## src/rtl/uart_frame_consts.vh

```
// Purpose: constants for the serial port register frame
// Assumes: byte addresses on a 32-bit little-endian bus
// Notes: control register offset is a local choice
`ifndef UART_FRAME_CONSTS_VH
`define UART_FRAME_CONSTS_VH
`define OFF_CHAR_DATA 12'h000
`define OFF_RX_ERR 12'h004
`define OFF_PORT_FLAGS 12'h018
`define OFF_IRQ_MASK 12'h038
`define OFF_IRQ_RAW 12'h03C
`define OFF_IRQ_MASKED 12'h040
`define OFF_IRQ_CLEAR 12'h044
`define OFF_CONTROL 12'h080
`define FIFO_DEPTH_DEF 32
`define BAUD_DIV_DEF 16'h01B2
`define IRQ_LO 4
`define IRQ_HI 10
`define IRQ_RX 4
`define IRQ_TX 5
`define IRQ_RT 6
`define IRQ_FE 7
`define IRQ_PE 8
`define IRQ_BE 9
`define IRQ_OE 10
`define IRQ_FIELD 32'h0000_07F0
`define MASK_WO1 32'h0000_000F
`define CTL_PORT_EN 0
`define CTL_TX_EN 8
`define CTL_RX_EN 9
`define CTL_FIFO_EN 4
`define CTL_WLEN_LO 5
`define CTL_RESET 32'h0000_0060
`define WLEN_EIGHT 2'h3
`define RT_CHARS 32
`endif

```

## src/rtl/char_fifo.v

```verilog
// Purpose: synchronous FIFO for one direction of characters
// Assumes: push ignored when full, pop ignored when empty
// Notes: depth must be a power of two
`timescale 1ns/1ps
module char_fifo #(
   parameter WIDTH = 8,
   parameter DEPTH = 32,
   parameter AW = 5
) (
   input wire clk_sys,
   input wire rst_n,
   input wire clkEn,
   input wire flush,
   input wire push,
   input wire [WIDTH-1:0] pushData,
   input wire pop,
   output wire [WIDTH-1:0] popData,
   output wire full,
   output wire empty
);
   reg [WIDTH-1:0] mem [0:DEPTH-1];
   reg [AW:0] wrPtr_q;
   reg [AW:0] rdPtr_q;
   wire doPush = push && !full;
   wire doPop = pop && !empty;
   assign popData = mem[rdPtr_q[AW-1:0]];
   assign empty = (wrPtr_q == rdPtr_q);
   assign full = (wrPtr_q[AW] != rdPtr_q[AW]) && (wrPtr_q[AW-1:0] == rdPtr_q[AW-1:0]);
   always @(posedge clk_sys) begin
      if (clkEn && doPush) begin
         mem[wrPtr_q[AW-1:0]] <= pushData;
      end
   end
   always @(posedge clk_sys or negedge rst_n) begin
      if (!rst_n) begin
         wrPtr_q <= {(AW+1){1'b0}};
         rdPtr_q <= {(AW+1){1'b0}};
      end else if (clkEn) begin
         if (flush) begin
            wrPtr_q <= {(AW+1){1'b0}};
            rdPtr_q <= {(AW+1){1'b0}};
         end else begin
            if (doPush) begin
               wrPtr_q <= wrPtr_q + 1'b1;
            end
            if (doPop) begin
               rdPtr_q <= rdPtr_q + 1'b1;
            end
         end
      end
   end
endmodule // char_fifo

```

## src/rtl/generic_uart_frame.v

```verilog
// Purpose: minimal serial port with register frame over Avalon-MM
// Assumes: 8N1 line, baud from a divider parameter, 16x oversampled receive
// Notes: one wait state on every access; waitrequest high while idle
//
// Design decision made here: register access over Avalon-MM.
`timescale 1ns/1ps
`include "uart_frame_consts.vh"
module generic_uart_frame #(
   parameter FIFO_DEPTH = `FIFO_DEPTH_DEF,
   parameter FIFO_AW = 5,
   parameter [15:0] BAUD_DIV = `BAUD_DIV_DEF
) (
   input wire clk_sys,
   input wire rst_n,
   input wire clkEn,
   input wire [11:0] address,
   input wire read,
   input wire write,
   input wire [31:0] writedata,
   input wire [3:0] byteenable,
   output reg [31:0] readdata,
   output reg waitrequest,
   output reg combinedIrqOut,
   // serial data only: no DMA, modem, flow control or infrared pins
   input wire serialIn,
   output reg serialOut
);
   localparam [2:0] TX_IDLE = 3'b001;
   localparam [2:0] TX_SHIFT = 3'b010;
   localparam [2:0] TX_STOP = 3'b100;
   localparam [2:0] RX_IDLE = 3'b001;
   localparam [2:0] RX_SHIFT = 3'b010;
   localparam [2:0] RX_STOP = 3'b100;

   reg [31:0] ctl_q;
   reg [10:4] mask_q;
   reg [10:4] raw_q;
   reg [3:0] rxErr_q;
   reg ack_q;
   reg [2:0] txState_q;
   reg [15:0] txDiv_q;
   reg [3:0] txTick_q;
   reg [3:0] txBit_q;
   reg [7:0] txShift_q;
   reg txBusy_q;
   reg [2:0] rxState_q;
   reg [15:0] rxDiv_q;
   reg [3:0] rxTick_q;
   reg [3:0] rxBit_q;
   reg [7:0] rxShift_q;
   reg rxBrk_q;
   reg [5:0] rtCnt_q;

   wire portEn = ctl_q[`CTL_PORT_EN];
   wire txEn = portEn && ctl_q[`CTL_TX_EN];
   wire rxEn = portEn && ctl_q[`CTL_RX_EN];
   wire fifoEn = ctl_q[`CTL_FIFO_EN];
   // aligned word decode, sub-word accesses share the base
   wire [11:0] regAddr = {address[11:2], 2'b00};
   wire acc = (read || write) && !ack_q;
   wire wrAcc = write && acc;
   wire rdAcc = read && acc;
   // byte lane mask, lane 0 is bits 7:0
   wire [31:0] beMask = {{8{byteenable[3]}}, {8{byteenable[2]}},
      {8{byteenable[1]}}, {8{byteenable[0]}}};
   wire [31:0] wrBits = writedata & beMask;

   wire txFull, txEmpty, rxFull, rxEmpty;
   wire [7:0] txHead;
   wire [11:0] rxHead;
   // data register write pushes, read pops
   wire txPush = wrAcc && regAddr == `OFF_CHAR_DATA && byteenable[0];
   wire rxPop = rdAcc && regAddr == `OFF_CHAR_DATA;
   wire txPop;
   wire rxPush;
   wire [11:0] rxWord;
   // without FIFO enable the queues act as one-entry holding registers
   wire txFullEff = fifoEn ? txFull : !txEmpty;
   wire rxFullEff = fifoEn ? rxFull : !rxEmpty;

   char_fifo #(.WIDTH(8), .DEPTH(FIFO_DEPTH), .AW(FIFO_AW)) txFifo (
      .clk_sys(clk_sys),
      .rst_n(rst_n),
      .clkEn(clkEn),
      .flush(!portEn),
      .push(txPush && !txFullEff),
      .pushData(wrBits[7:0]),
      .pop(txPop),
      .popData(txHead),
      .full(txFull),
      .empty(txEmpty)
   );
   char_fifo #(.WIDTH(12), .DEPTH(FIFO_DEPTH), .AW(FIFO_AW)) rxFifo (
      .clk_sys(clk_sys),
      .rst_n(rst_n),
      .clkEn(clkEn),
      .flush(!portEn),
      .push(rxPush && !rxFullEff),
      .pushData(rxWord),
      .pop(rxPop),
      .popData(rxHead),
      .full(rxFull),
      .empty(rxEmpty)
   );

   // transmitter, 8N1
   wire txTickEnd = (txDiv_q == 16'h0000);
   assign txPop = (txState_q == TX_IDLE) && txEn && !txEmpty;
   always @(posedge clk_sys or negedge rst_n) begin
      if (!rst_n) begin
         txState_q <= TX_IDLE;
         txDiv_q <= 16'h0000;
         txTick_q <= 4'h0;
         txBit_q <= 4'h0;
         txShift_q <= 8'h00;
         txBusy_q <= 1'b0;
         serialOut <= 1'b1;
      end else if (clkEn) begin
         txDiv_q <= txTickEnd ? BAUD_DIV : txDiv_q - 16'h0001;
         case (txState_q)
            TX_IDLE: begin
               serialOut <= 1'b1;
               txBusy_q <= 1'b0;
               if (txPop) begin
                  // eight data bits after start bit
                  txShift_q <= txHead;
                  txBit_q <= 4'h0;
                  txTick_q <= 4'h0;
                  serialOut <= 1'b0;
                  txBusy_q <= 1'b1;
                  txState_q <= TX_SHIFT;
               end
            end
            TX_SHIFT: begin
               if (txTickEnd) begin
                  txTick_q <= txTick_q + 4'h1;
                  if (txTick_q == 4'hF) begin
                     serialOut <= txShift_q[0];
                     txShift_q <= {1'b0, txShift_q[7:1]};
                     txBit_q <= txBit_q + 4'h1;
                     if (txBit_q == 4'h8) begin
                        serialOut <= 1'b1;
                        txState_q <= TX_STOP;
                     end
                  end
               end
            end
            TX_STOP: begin
               if (txTickEnd) begin
                  txTick_q <= txTick_q + 4'h1;
                  if (txTick_q == 4'hF) begin
                     txState_q <= TX_IDLE;
                  end
               end
            end
            default: txState_q <= TX_IDLE;
         endcase
      end
   end

   // receiver, 16x oversampling, mid-bit sampling
   wire rxTickEnd = (rxDiv_q == 16'h0000);
   // frame ends at mid stop bit, where the stop level is judged
   wire rxDone = (rxState_q == RX_STOP) && rxTickEnd && rxTick_q == 4'h7;
   // stop bit seen low is a framing fault
   wire rxFrameErr = !serialIn;
   wire rxBreak = rxFrameErr && rxShift_q == 8'h00 && rxBrk_q;
   wire rxOverrun = rxDone && rxFullEff;
   // error bits 11:8 stored with each character
   assign rxWord = {rxOverrun, rxBreak, 1'b0, rxFrameErr, rxShift_q};
   assign rxPush = rxDone;
   always @(posedge clk_sys or negedge rst_n) begin
      if (!rst_n) begin
         rxState_q <= RX_IDLE;
         rxDiv_q <= 16'h0000;
         rxTick_q <= 4'h0;
         rxBit_q <= 4'h0;
         rxShift_q <= 8'h00;
         rxBrk_q <= 1'b0;
      end else if (clkEn) begin
         rxDiv_q <= rxTickEnd ? BAUD_DIV : rxDiv_q - 16'h0001;
         case (rxState_q)
            RX_IDLE: begin
               rxBit_q <= 4'h0;
               rxBrk_q <= 1'b1;
               // ticks keep running while idle so the timeout can count bit times
               if (rxEn && !serialIn && rxTickEnd) begin
                  rxTick_q <= 4'h0;
                  rxState_q <= RX_SHIFT;
               end else if (rxTickEnd) begin
                  rxTick_q <= rxTick_q + 4'h1;
               end
            end
            RX_SHIFT: begin
               if (rxTickEnd) begin
                  rxTick_q <= rxTick_q + 4'h1;
                  if (rxTick_q == 4'h7) begin
                     if (rxBit_q == 4'h0 && serialIn) begin
                        rxState_q <= RX_IDLE;
                     end else if (rxBit_q != 4'h0) begin
                        rxShift_q <= {serialIn, rxShift_q[7:1]};
                        rxBrk_q <= rxBrk_q && !serialIn;
                     end
                  end
                  if (rxTick_q == 4'hF) begin
                     rxBit_q <= rxBit_q + 4'h1;
                     if (rxBit_q == 4'h8) begin
                        rxState_q <= RX_STOP;
                     end
                  end
               end
            end
            RX_STOP: begin
               if (rxTickEnd) begin
                  rxTick_q <= rxTick_q + 4'h1;
                  // leave at mid stop bit so a back-to-back start edge is caught
                  if (rxTick_q == 4'h7) begin
                     rxState_q <= RX_IDLE;
                  end
               end
            end
            default: rxState_q <= RX_IDLE;
         endcase
      end
   end

   // receive timeout: idle line for 32 bit times with data waiting
   wire bitTimeEnd = rxTickEnd && rxTick_q == 4'hF;
   wire rtEvent = bitTimeEnd && rtCnt_q == `RT_CHARS - 1;
   always @(posedge clk_sys or negedge rst_n) begin
      if (!rst_n) begin
         rtCnt_q <= 6'h00;
      end else if (clkEn) begin
         if (rxEmpty || rxState_q != RX_IDLE || rxPop) begin
            rtCnt_q <= 6'h00;
         end else if (bitTimeEnd && rtCnt_q != `RT_CHARS) begin
            // one step per idle bit time, saturating
            rtCnt_q <= rtCnt_q + 6'h01;
         end
      end
   end

   // interrupt events, sticky until cleared
   wire [10:4] evt;
   assign evt[`IRQ_RX] = rxDone;
   assign evt[`IRQ_TX] = txPop;
   assign evt[`IRQ_RT] = rtEvent;
   assign evt[`IRQ_FE] = rxDone && rxFrameErr;
   assign evt[`IRQ_PE] = 1'b0;
   assign evt[`IRQ_BE] = rxDone && rxBreak;
   assign evt[`IRQ_OE] = rxOverrun;

   wire wrMask = wrAcc && regAddr == `OFF_IRQ_MASK;
   wire wrClear = wrAcc && regAddr == `OFF_IRQ_CLEAR;
   wire wrRxErr = wrAcc && regAddr == `OFF_RX_ERR;
   wire wrCtl = wrAcc && regAddr == `OFF_CONTROL;
   always @(posedge clk_sys or negedge rst_n) begin
      if (!rst_n) begin
         raw_q <= 7'h00;
         mask_q <= 7'h00;
         rxErr_q <= 4'h0;
         ctl_q <= `CTL_RESET;
      end else if (clkEn) begin
         // write-one clear; a same-cycle event wins
         raw_q <= (raw_q & ~(wrClear ? wrBits[`IRQ_HI:`IRQ_LO] : 7'h00)) | evt;
         if (wrMask) begin
            mask_q <= (mask_q & ~beMask[`IRQ_HI:`IRQ_LO]) | wrBits[`IRQ_HI:`IRQ_LO];
         end
         // any write clears; a new error in the same cycle stays
         if (rxPop) begin
            rxErr_q <= rxHead[11:8];
         end else if (wrRxErr) begin
            rxErr_q <= 4'h0;
         end
         // software setup of enables; the word length field is stored but unused, the line stays 8 bits
         if (wrCtl) begin
            ctl_q <= (ctl_q & ~beMask) | wrBits;
         end
      end
   end

   // flag bits 7:3: TXFE RXFF TXFF RXFE BUSY
   wire [31:0] flags = {24'h00_0000, txEmpty, rxFullEff, txFullEff, rxEmpty,
      txBusy_q || !txEmpty, 3'b000};
   wire [10:4] masked = raw_q & mask_q;

   // reserved bits zero except in control, which reads back all written bits; unmapped addresses read zero
   reg [31:0] rdMux;
   always @* begin
      rdMux = 32'h0000_0000;
      case (regAddr)
         `OFF_CHAR_DATA: rdMux = {20'h0_0000, rxHead};
         `OFF_RX_ERR: rdMux = {28'h000_0000, rxErr_q};
         `OFF_PORT_FLAGS: rdMux = flags;
         // mask read back, write-ones field shown as ones
         `OFF_IRQ_MASK: rdMux = {21'h00_0000, mask_q, 4'h0} | `MASK_WO1;
         // raw and masked status in 10:4
         `OFF_IRQ_RAW: rdMux = {21'h00_0000, raw_q, 4'h0};
         `OFF_IRQ_MASKED: rdMux = {21'h00_0000, masked, 4'h0};
         `OFF_CONTROL: rdMux = ctl_q;
         default: rdMux = 32'h0000_0000;
      endcase
      if (regAddr == `OFF_CHAR_DATA && rxEmpty) begin
         rdMux = 32'h0000_0000;
      end
   end

   // one-wait-state bus slave
   // effects land on the request edge; the answer follows one cycle later
   always @(posedge clk_sys or negedge rst_n) begin
      if (!rst_n) begin
         ack_q <= 1'b0;
         waitrequest <= 1'b1;
         readdata <= 32'h0000_0000;
         combinedIrqOut <= 1'b0;
      end else if (clkEn) begin
         ack_q <= acc;
         waitrequest <= !acc;
         if (rdAcc) begin
            readdata <= rdMux;
         end
         combinedIrqOut <= |((raw_q | evt) & mask_q);
      end
   end
endmodule // generic_uart_frame

```

## config.mk

```make
export PLATFORM = sky130hd
export DESIGN_NAME = generic_uart_frame
export DESIGN_NICKNAME = d
export VERILOG_FILES = /design/src/rtl/char_fifo.v /design/src/rtl/generic_uart_frame.v
export VERILOG_INCLUDE_DIRS = /design/src /design/src/rtl
export SDC_FILE = /design/constraint.sdc
export NUM_CORES = 1
export LEC_CHECK = 0
export ABC_CLOCK_PERIOD_IN_PS = 4200
export BUFFER_PORTS_ARGS = -buffer_cell sky130_fd_sc_hd__buf_2
export CORE_ASPECT_RATIO = 0.8
export CORE_MARGIN = 1
export CORE_UTILIZATION = 62
export DETAILED_ROUTE_END_ITERATION = 7
export PLACE_DENSITY = 0.79
export SETUP_SLACK_MARGIN = 0.02
export SYNTH_ARGS = -nofsm -noshare
export SYNTH_HDL_FRONTEND = slang
export SYNTH_HIERARCHICAL = 1
export SYNTH_SLANG_ARGS = --single-unit
```

## constraint.sdc

```tcl
create_clock -name clk_sys -period 4.2 [get_ports clk_sys]
set_clock_uncertainty 0.05 [all_clocks]
set_input_delay 0.84 -clock clk_sys [delete_from_list [all_inputs] [get_ports clk_sys]]
set_output_delay 0.84 -clock clk_sys [all_outputs]
set_load 0.05 [all_outputs]
```

* Word level (Yosys, flattened, before mapping)
Memories as Yosys holds them, arrays and structs flattened.
Cells that the tools add are included.
** Storage, ports and cells
- Word-level logic and storage cells :: 251
- Bits in read-only memories :: 0
- Memory bits (writable) :: 608
- Bits of input ports :: 54
- Latch bits :: 0
- Output and inout bits :: 35
- Flip-flop bits (word level) :: 188
- Memories kept :: 2
** Cells by class
- Magnitude comparators :: 0
- $add $sub $neg :: 11
- Shift-type cells :: 0
- Muxes and demuxes :: 66
- Bitwise gates (word level) :: 14
- Eq/ne operators :: 46
- Multipliers :: 0
- Reduce and logical (&&, ||, !) cells :: 86
- Divide/modulo/power cells :: 0
** Memories
- rxFifo.mem :: depth 32, bits a word 11, rd ports 1, clocked after memory_dff 0, wr ports 1, line char_fifo.v:21 : reg [WIDTH-1:0] mem [0:DEPTH-1];
- txFifo.mem :: depth 32, bits a word 8, rd ports 1, clocked after memory_dff 0, wr ports 1, line char_fifo.v:21
** Operators by type and width (count)
- $pmux W32 S7 :: 1
- $and A32 B32 Y32 :: 2
- $mux W6 :: 10
- $mux W3 :: 14
- $mux W4 :: 10
- $logic_and A1 B1 Y1 :: 39
- $logic_not A16 Y1 :: 2
- $mux W16 :: 2
- $mux W32 :: 1
- $not A32 Y32 :: 1
- $or A32 B32 Y32 :: 1
- $pmux W4 S2 :: 4
- $sub A16 B1 Y16 const B :: 2
- $add A6 B1 Y6 const B :: 5
- $and A7 B7 Y7 :: 4
- $mux W8 :: 3
- $ne A2 B2 Y1 const B :: 12
- $reduce_and A2 Y1 :: 11
- $or A7 B7 Y7 :: 3
- $eq A10 B4 Y1 const B :: 2
- $eq A10 B5 Y1 const B :: 2
- $pmux W3 S3 :: 2
- $add A4 B1 Y4 const B :: 4
- $eq A4 B4 Y1 const B :: 4
- other kinds (33) :: 82

* Logic depth before layout (Yosys ltp)
Gate-level depths: netlist of the first run.
- Depth in word-level cells :: 10
- Depth in mapped cells :: 13
- Gate-level depth less buffers :: 12

* Hierarchy
Netlist of the first run, hierarchy kept.
** By module, submodules not included
- char_fifo at rxFifo :: cells an instance 836, instances 1, seq. area each 11831.3 µm², area an instance 15715.1 µm²
- char_fifo at txFifo :: cells an instance 495, instances 1, seq. area each 7987.7 µm², area an instance 10675.2 µm²
- generic_uart_frame :: cells an instance 848, instances 1, seq. area each 4111.4 µm², area an instance 8295.5 µm²

* Least setup slack after synthesis of the first run
No wires, ideal clock.
- Kind :: reg2reg
- From :: register rxFifo.rdPtr_q[2]
- To :: memory rxFifo/mem[10][0] (netlist bit), enable pin
- Cell stages (with the launch flop) :: 12
- Arrival :: 2903 ps
- Period minus slack after synthesis :: 3333 ps
- Library setup time :: 380 ps
- Setup slack :: 867 ps
- Required time :: 3770 ps
- Path buffers :: 1
- Path through :: dfrtp_1 -> buf_6 -> xor2_1 -> a2111oi_4 -> nand2_1 -> nor2_1 -> o21ai_0 -> nor3_1 -> nand2_1 -> a31oi_2 -> nand2_1 -> nor2_1
** On the way
- Cells in the longest elaborated chain, start to end :: 9
- Elaborated cells between the ends (all ways) :: 12
- Those cells by class :: eq/ne (2); mux (3); reduce/logical (7)
** Ends and longest elaborated chain
- from (decl) :: line char_fifo.v:23 : reg [AW:0] rdPtr_q;
- from (signal assigned) :: line char_fifo.v:37 : rdPtr_q <= {(AW+1){1'b0}};
- from (signal assigned) :: line char_fifo.v:41 : rdPtr_q <= {(AW+1){1'b0}};
- from (signal assigned) :: line char_fifo.v:47 : rdPtr_q <= rdPtr_q + 1'b1;
- $eq A6 B6 Y1 :: line char_fifo.v:27 : assign empty = (wrPtr_q == rdPtr_q);
- named net rxEmpty :: line generic_uart_frame.v:68 : wire txFull, txEmpty, rxFull, rxEmpty;
- $logic_not A1 Y1 :: line generic_uart_frame.v:79 : wire rxFullEff = fifoEn ? rxFull : !rxEmpty;
- $mux W1 :: line generic_uart_frame.v:79
- $logic_not A1 Y1 :: line generic_uart_frame.v:98 : .push(rxPush && !rxFullEff),
- $logic_and A1 B1 Y1 :: line generic_uart_frame.v:98
- $logic_and A1 B1 Y1 :: line char_fifo.v:24 : wire doPush = push && !full;
- $logic_and A1 B1 Y1 :: line char_fifo.v:30 : if (clkEn && doPush) begin
- $mux W1 :: line char_fifo.v:30
- $mux W1 (implied by the code) :: line char_fifo.v:31 : mem[wrPtr_q[AW-1:0]] <= pushData;
- to (decl) :: line char_fifo.v:21
The timed path passes the listed nets, and every way through them passes these cells.

* Worst setup path after layout of the first run
- From :: register rxFifo.wrPtr_q[3]
- To :: memory rxFifo/mem[6][3] (netlist bit), enable pin
** On the way
- Cells in the longest elaborated chain, start to end :: 9
- Elaborated cells between the ends (all ways) :: 12
- Those cells by class :: eq/ne (2); mux (3); reduce/logical (7)
** Ends and longest elaborated chain
- from (decl) :: line char_fifo.v:22 : reg [AW:0] wrPtr_q;
- from (signal assigned) :: line char_fifo.v:36 : wrPtr_q <= {(AW+1){1'b0}};
- from (signal assigned) :: line char_fifo.v:40 : wrPtr_q <= {(AW+1){1'b0}};
- from (signal assigned) :: line char_fifo.v:44 : wrPtr_q <= wrPtr_q + 1'b1;
- $eq A6 B6 Y1 :: line char_fifo.v:27
- named net rxEmpty :: line generic_uart_frame.v:68
- $logic_not A1 Y1 :: line generic_uart_frame.v:79
- $mux W1 :: line generic_uart_frame.v:79
- $logic_not A1 Y1 :: line generic_uart_frame.v:98
- $logic_and A1 B1 Y1 :: line generic_uart_frame.v:98
- $logic_and A1 B1 Y1 :: line char_fifo.v:24
- $logic_and A1 B1 Y1 :: line char_fifo.v:30
- $mux W1 :: line char_fifo.v:30
- $mux W1 (implied by the code) :: line char_fifo.v:31
The timed path passes the listed nets, and every way through them passes these cells.

==> results of run 1 <==
-- cell type report --
| cell class | instances | area share, % |
|---|---|---|
| diodes | 2 | 0.01280 |
| clock buffers | 100 | 5.388 |
| clock inverters | 43 | 1.238 |
| inverters | 41 | 0.3935 |
| multi-input cells | 1238 | 26.17 |
| flip-flops and latches | 828 | 61.23 |
| well taps | 750 | 2.400 |
| repair buffers | 186 | 3.171 |
-- worst register-to-register path, stage by stage, from the launching register on --
cell and delay [ps]:
dfrtp_1 470, xor2_1 210, a221oi_2 180, buf_4 190
nand2_1 80, nor2_1 130, o21ai_0 200, nor3_1 330
nand2_1 180, a31oi_2 380, nand2_1 420, nor2_1 350
buf_4 260
-- flip-flops by register name, summed over array words and instances, names as in the netlist, 7 cells and up, named ones only --
signal,cells
txFifo/mem,256
txShift_q,8
rxDiv_q,16
rxShift_q,8
txDiv_q,16
raw_q,7
readdata,32
rxFifo/mem,384
-- placed cells by master, fill, tap and decap left out, types with 9 or more instances in the layout --
| cell | count |
|---|---|
| a22o_1 | 9 |
| clkinv_2 | 11 |
| nor3_1 | 26 |
| nand2_1 | 280 |
| nand3_1 | 63 |
| dfrtp_1 | 177 |
| mux2_2 | 55 |
| a21oi_1 | 42 |
| clkbuf_1 | 17 |
| clkbuf_16 | 80 |
| nor4_1 | 16 |
| a211oi_1 | 14 |
| ha_1 | 22 |
| and2_1 | 11 |
| edfxtp_1 | 640 |
| or3_1 | 13 |
| o211ai_1 | 18 |
| nor3b_1 | 10 |
| nand3b_1 | 12 |
| mux4_2 | 176 |
| inv_1 | 37 |
| clkinv_1 | 13 |
| nor2_1 | 129 |
| nor2b_1 | 10 |
| buf_2 | 85 |
| o21ai_0 | 89 |
| xor2_1 | 14 |
| xnor2_1 | 22 |
| conb_1 | 32 |
| buf_4 | 96 |
| nand4_1 | 19 |
| mux2i_1 | 16 |
-- power by group through the flow --
stage / clock [uW] / sequential [uW] / combinational, uW
after detailed placement: 0 / 9310 / 697
after global placement: 0 / 9290 / 654
final: 7160 / 9140 / 700
after floorplan: 0 / 9280 / 474
after global routing: 7550 / 9160 / 781
after CTS: 7240 / 9140 / 699
-- metrics by stage --
stage                     worst slack [ps]  hold WS (ps)  instances  utilization (%)  power [uW]
after floorplan                      866.9         396.5       2210                -        9750
after global placement               665.5         406.4       3043            66.02        9943
after detailed placement             596.0         416.9       3043            66.02       10000
after CTS                            556.2         258.0       3186            70.71       17080
after global routing                 288.6         275.6       3186            70.71       17490
final                                465.8         234.7       3188            70.72       17000
-- how the worst min path moves through the flow --
stage | start | cells past startpoint | endpoint | slack (ps)
3_3_place_gp | readdata[27] | 2 | readdata[27] | 410
4_1_cts | rst_n | 1 | readdata[29] | 260
2_1_floorplan | txBusy_q | 2 | txBusy_q | 400
5_1_grt | rst_n | 1 | readdata[29] | 280
3_5_place_dp | readdata[27] | 2 | readdata[27] | 420
6_report | rst_n | 1 | readdata[29] | 230
-- cell families after synthesis --
group | count (synthesis)
AOI/OAI and AO/OA | 251
xor gates and xnor gates | 36
adders and majority gates | 23
buffers and inverters | 144
DFF | 828
muxes | 247
other | 1
and+or+nand+nor | 649
-- routing by layer --
metal | share of wire (%) | global-route usage (%)
met1 | 40 | 43.46
met2 | 46 | 44.18
met3 | 10 | 5.512
met4 | 2.8 | 9.096
met5 | 0.015 | 0
==> flow_summary.ini, run 1 <==
[synthesis]
synth_largest_area_cell = edfxtp_1
synth_edf_count = 640
syn-cell-area_um2 = 34690
ys.flop_type = edfxtp_1
ys_seq_area_share_pct = 68.99
synth.most_common_cell = edfxtp_1
synth.area.top_cells = edfxtp_1, dfrtp_1, mux4_2
async_reset_ff_share_pct = 22.71
yosysTopAreaCellShare_pct = 55.41
synth_cell_type_count = 86
yosysWarnings = 6
synth-adder-area-share_pct = 0.8225
synth_area_per_cell_um2 = 15.92
syn_inst = 2179
synth_top_family_by_area = multiplexers
synthMuxAreaShare_pct = 13.68
synth_common_cells = edfxtp_1, nand2_1, dfrtp_1
synth-seq-cells = 828
synth_xor_area_share_pct = 0.9090
synthSimpleGateAreaFrac_pct = 8.971
synth_compound_area_share_pct = 4.783

[floorplan]
core_um2 = 55300
io_pins = 89
fp.dieH_um = 213.6
rows = 77
start_util_pct = 62.72
die_w_um = 266.4
dieArea_um2 = 56900

[detailed_routing]
ant_nets = 0
routed_wl_um = 81410
drt_iter0_markers = 2847
viasPerCell = 6.526
vias = 20810
drc = 0
drt_pre_antenna_iters = 7
wire_per_inst_um = 25.54

[clock_tree]
clkLatencyLatePin_ps = 630
postCtsSetupBuffers = 0
cts_htree_levels = 3
clkSinkCount = 828
clkTransAtPathRegs_ps = 70
post_cts_resized = 0
cts_root_buffer = clkbuf_16
numCtsBuffers = 78
cts_tree = done
holdBufCountCts = 0
max-clock-path-buffers = 3

[sta]
rsz0062_at_grt = no
hold_violations = 0
worst_pin_slew_ps = 1420
period_needed_ps = 3734
period_share_pct = 88.91
relSlewSlack_pct = 5.362
finalSetupTns_ps = 0
fmax_ghz = 0.2678
setup_viol_count_final = 0
slew_viol_final = 0

[place]
port_buffers = 86
dp_hpwl_um = 48800
dpl-instance-area_um2 = 36510
gp_congestion = 0.9122

[worst_setup_path]
r2r_cells = 12
critPathKind = flop to flop
path_max_fanout = 10
reg2reg_slack_ps = 470
r2r-start = rxFifo/wrPtr_q[3]
r2r_end = rxFifo/mem[6][3]
worst-path-buf-inv = 2
cpPeakStageDelay_ps = 470
crit_cells = 12
startpoint = rxFifo/wrPtr_q[3]
crit_end = rxFifo/mem[6][3]
required_ps = 4470
critPathTopFamily = simple AND/OR/NAND/NOR gates
critical_path.slowest_cell = dfrtp_1
worstSetupStartpointType = flop
cp_cell_sequence = xor2_1 -> a221oi_2 -> buf_4 -> nand2_1 -> nor2_1 -> o21ai_0 -> nor3_1 -> nand2_1 -> a31oi_2 -> nand2_1 -> nor2_1 -> buf_4
cpMostUsedCell = nand2_1
cp-end-kind = flop
cp_data_arrival_time_ps = 4000

[global_routing]
groute.usage.overall_pct = 29.11
grt-ovfl-total = 0
grt_max_degree = 102
first_global_vias = 20250
grt_pass1_wl_um = 122600
antenna_found_initial = 1

[cells_and_area]
seq_area_um2 = 23940
drive_gt1_share_pct = 23.36
final_nets = 2449
syn_to_final_growth_pct = 12.75
multi_input_area_um2 = 10230
final_cell_area_um2 = 39110
fill_cells = 3374

[power]
power_frac_clock_pct = 42.1
p_switching_uw = 3702
pwr-share-seq_pct = 53.8
p_int_uw = 13300
pwr_density_cell_nw_per_um2 = 434.7
p_comb_share_pct = 4.1
netSwitchingFraction_pct = 21.78
ir_drop_uv = 428.6
cellLeakagePower_uw = 0.01420

[run]
max-cap-violations = 0

[min_path]
hp-class = input port to asynchronous set/reset pin

[run_status]
outcome = complete, no violations
No activity file was read; power rests on OpenSTA's default activity.
==> inputs of run 2 (changes only) <==
--- a/config.mk
+++ b/config.mk
@@ -10,9 +10,10 @@
 export BUFFER_PORTS_ARGS = -buffer_cell sky130_fd_sc_hd__buf_2
 export CORE_ASPECT_RATIO = 0.8
 export CORE_MARGIN = 1
-export CORE_UTILIZATION = 62
+export CORE_UTILIZATION = 65
+export CTS_BUF_LIST = sky130_fd_sc_hd__clkbuf_2 sky130_fd_sc_hd__clkbuf_4 sky130_fd_sc_hd__clkbuf_8
 export DETAILED_ROUTE_END_ITERATION = 7
-export PLACE_DENSITY = 0.79
+export PLACE_DENSITY = 0.82
 export SETUP_SLACK_MARGIN = 0.02
 export SYNTH_ARGS = -nofsm -noshare
 export SYNTH_HDL_FRONTEND = slang
==> flow_summary.ini, run 2 (same netlist as run 1, synthesis figures left out) <==
[clock_tree]
cts_htree_levels = 3
clkLatencyLatePin_ps = 730
numCtsBuffers = 120
cts_tree = done
clkSinkCount = 828
max-clock-path-buffers = 3
cts_root_buffer = clkbuf_8
clkTransAtPathRegs_ps = 70
post_cts_resized = 0
postCtsSetupBuffers = 0
holdBufCountCts = 0

[global_routing]
grt_max_degree = 108
grt-ovfl-total = 0
grt_pass1_wl_um = 120300
antenna_found_initial = 6
first_global_vias = 20950
groute.usage.overall_pct = 29.76

[cells_and_area]
largest_reg_flops = 384
layout_common_cells = edfxtp_1, nand2_1, dfrtp_1
multi_input_area_um2 = 10230
drive_gt1_share_pct = 25.72
fill_cells = 2932
seq_area_um2 = 23940
layout_commonest_cell = edfxtp_1
stdcell_count = 3223
final_nets = 2498
syn_to_final_growth_pct = 12.03
final_util_pct = 73.94

[detailed_routing]
route.met2.wl_um = 36530
vias = 20760
wl_met3_um = 9190
drt_iter0_markers = 2868
drc = 0
top_layer_used = met5
wire_per_inst_um = 24.45
wl_met1_um = 30770
ant_nets = 0
routed_wl_um = 78800
drt_pre_antenna_iters = 6
viasPerCell = 6.442

[sta]
period_share_pct = 88.98
slew_viol_final = 0
period_needed_ps = 3737
relSlewSlack_pct = 2.506
fmax_ghz = 0.2676
finalSetupTns_ps = 0
setup_viol_count_final = 0
rsz0062_at_grt = no
hold_violations = 0
worst_pin_slew_ps = 1462

[floorplan]
fp.dieH_um = 208.6
start_util_pct = 66.00
io_pins = 89
rows = 75
dieArea_um2 = 54300
die_w_um = 260.3
core_um2 = 52550

[worst_setup_path]
worstSetupStartpointType = flop
critPathKind = flop to flop
cp-end-kind = flop
cp_data_arrival_time_ps = 4100
path_max_fanout = 12
required_ps = 4560

[power]
cellLeakagePower_uw = 0.01424
ir_drop_uv = 238.5
pwr_density_cell_nw_per_um2 = 415.6

[place]
place_inst = 2993
gp_congestion = 0.8872
port_buffers = 86
dp_hpwl_um = 50110

[min_path]
hp-class = input port to asynchronous set/reset pin

[run_status]
outcome = complete, no violations

[run]
max-cap-violations = 0
run 2: cell count changes in the layout (fill, tap and decap cells not counted), moves of 2 or more:
cell       previous run  this run
clkbuf_4              0        37
clkinv_4              2         0
clkinv_1             13        36
bufinv_16             8         4
clkinv_2             11        18
clkbuf_1             17         0
buf_4                96       105
inv_16                2         0
clkbuf_16            80         0
diode_2               2         7
buf_12                4         2
clkbuf_8              4       126
inv_6                 3         0
run 2: layer usage:
layer / GRT usage [%] / up-vias
met5: 0 / -
met4: 9.437 / 6
met3: 7.436 / 185
met2: 45.04 / 1265
met1: 43.30 / 10370
li1: - / 8937
run 2: layout make-up:
class                   count  share of cell area [%]
flip-flops and latches    828                   61.62
multi-input cells        1238                   26.34
clock buffers             162                   5.142
repair buffers            193                   3.262
well taps                 693                   2.231
clock inverters            61                  0.9660
inverters                  41                  0.3961
diodes                      7                 0.04508
run 2: stage by stage:
stage               area [um^2]  setup slack (ps)  hold WS, ps  total power, uW
floorplan                 34800             866.9        396.5             9750
global placement          36470             606.4        407.9             9940
detailed placement        36470             536.6        417.0             9997
CTS                       38840             555.2        184.6            16230
global route              38840             301.0        224.1            16650
finish                    38860             463.0        181.1            16150
run 2: final timing paths:
kind,startpoint,to,slack (ps),cells after the start
min in group clk_sys,writedata[17],flop,310,2
setup / recovery,rxFifo/wrPtr_q[2],rxFifo/mem[2][5],460,11
hold / removal,rst_n,txDiv_q[0],180,1
setup reg to reg,rxFifo/wrPtr_q[2],rxFifo/mem[2][5],460,11
max in group asynchronous,rst_n,txState_q[0],3030,2
hold reg to reg,readdata[4],readdata[4],430,2
run 2: worst max-delay path: stages, from the launching register on:
cell,delay [ps]
dfrtp_1,510
xor2_1,240
a2111oi_4,330
nand2_1,130
nor2_1,190
o21ai_0,190
nor3_1,230
nand2_1,170
a31oi_2,420
nand2_1,350
nor2_1,330
buf_4,280
run 2: power breakdown:
part	internal (uW)	switching, uW	leakage [uW]
combinational	265	430	0.00416
sequential	8950	197	0.00882
clock	3330	2980	0.00126
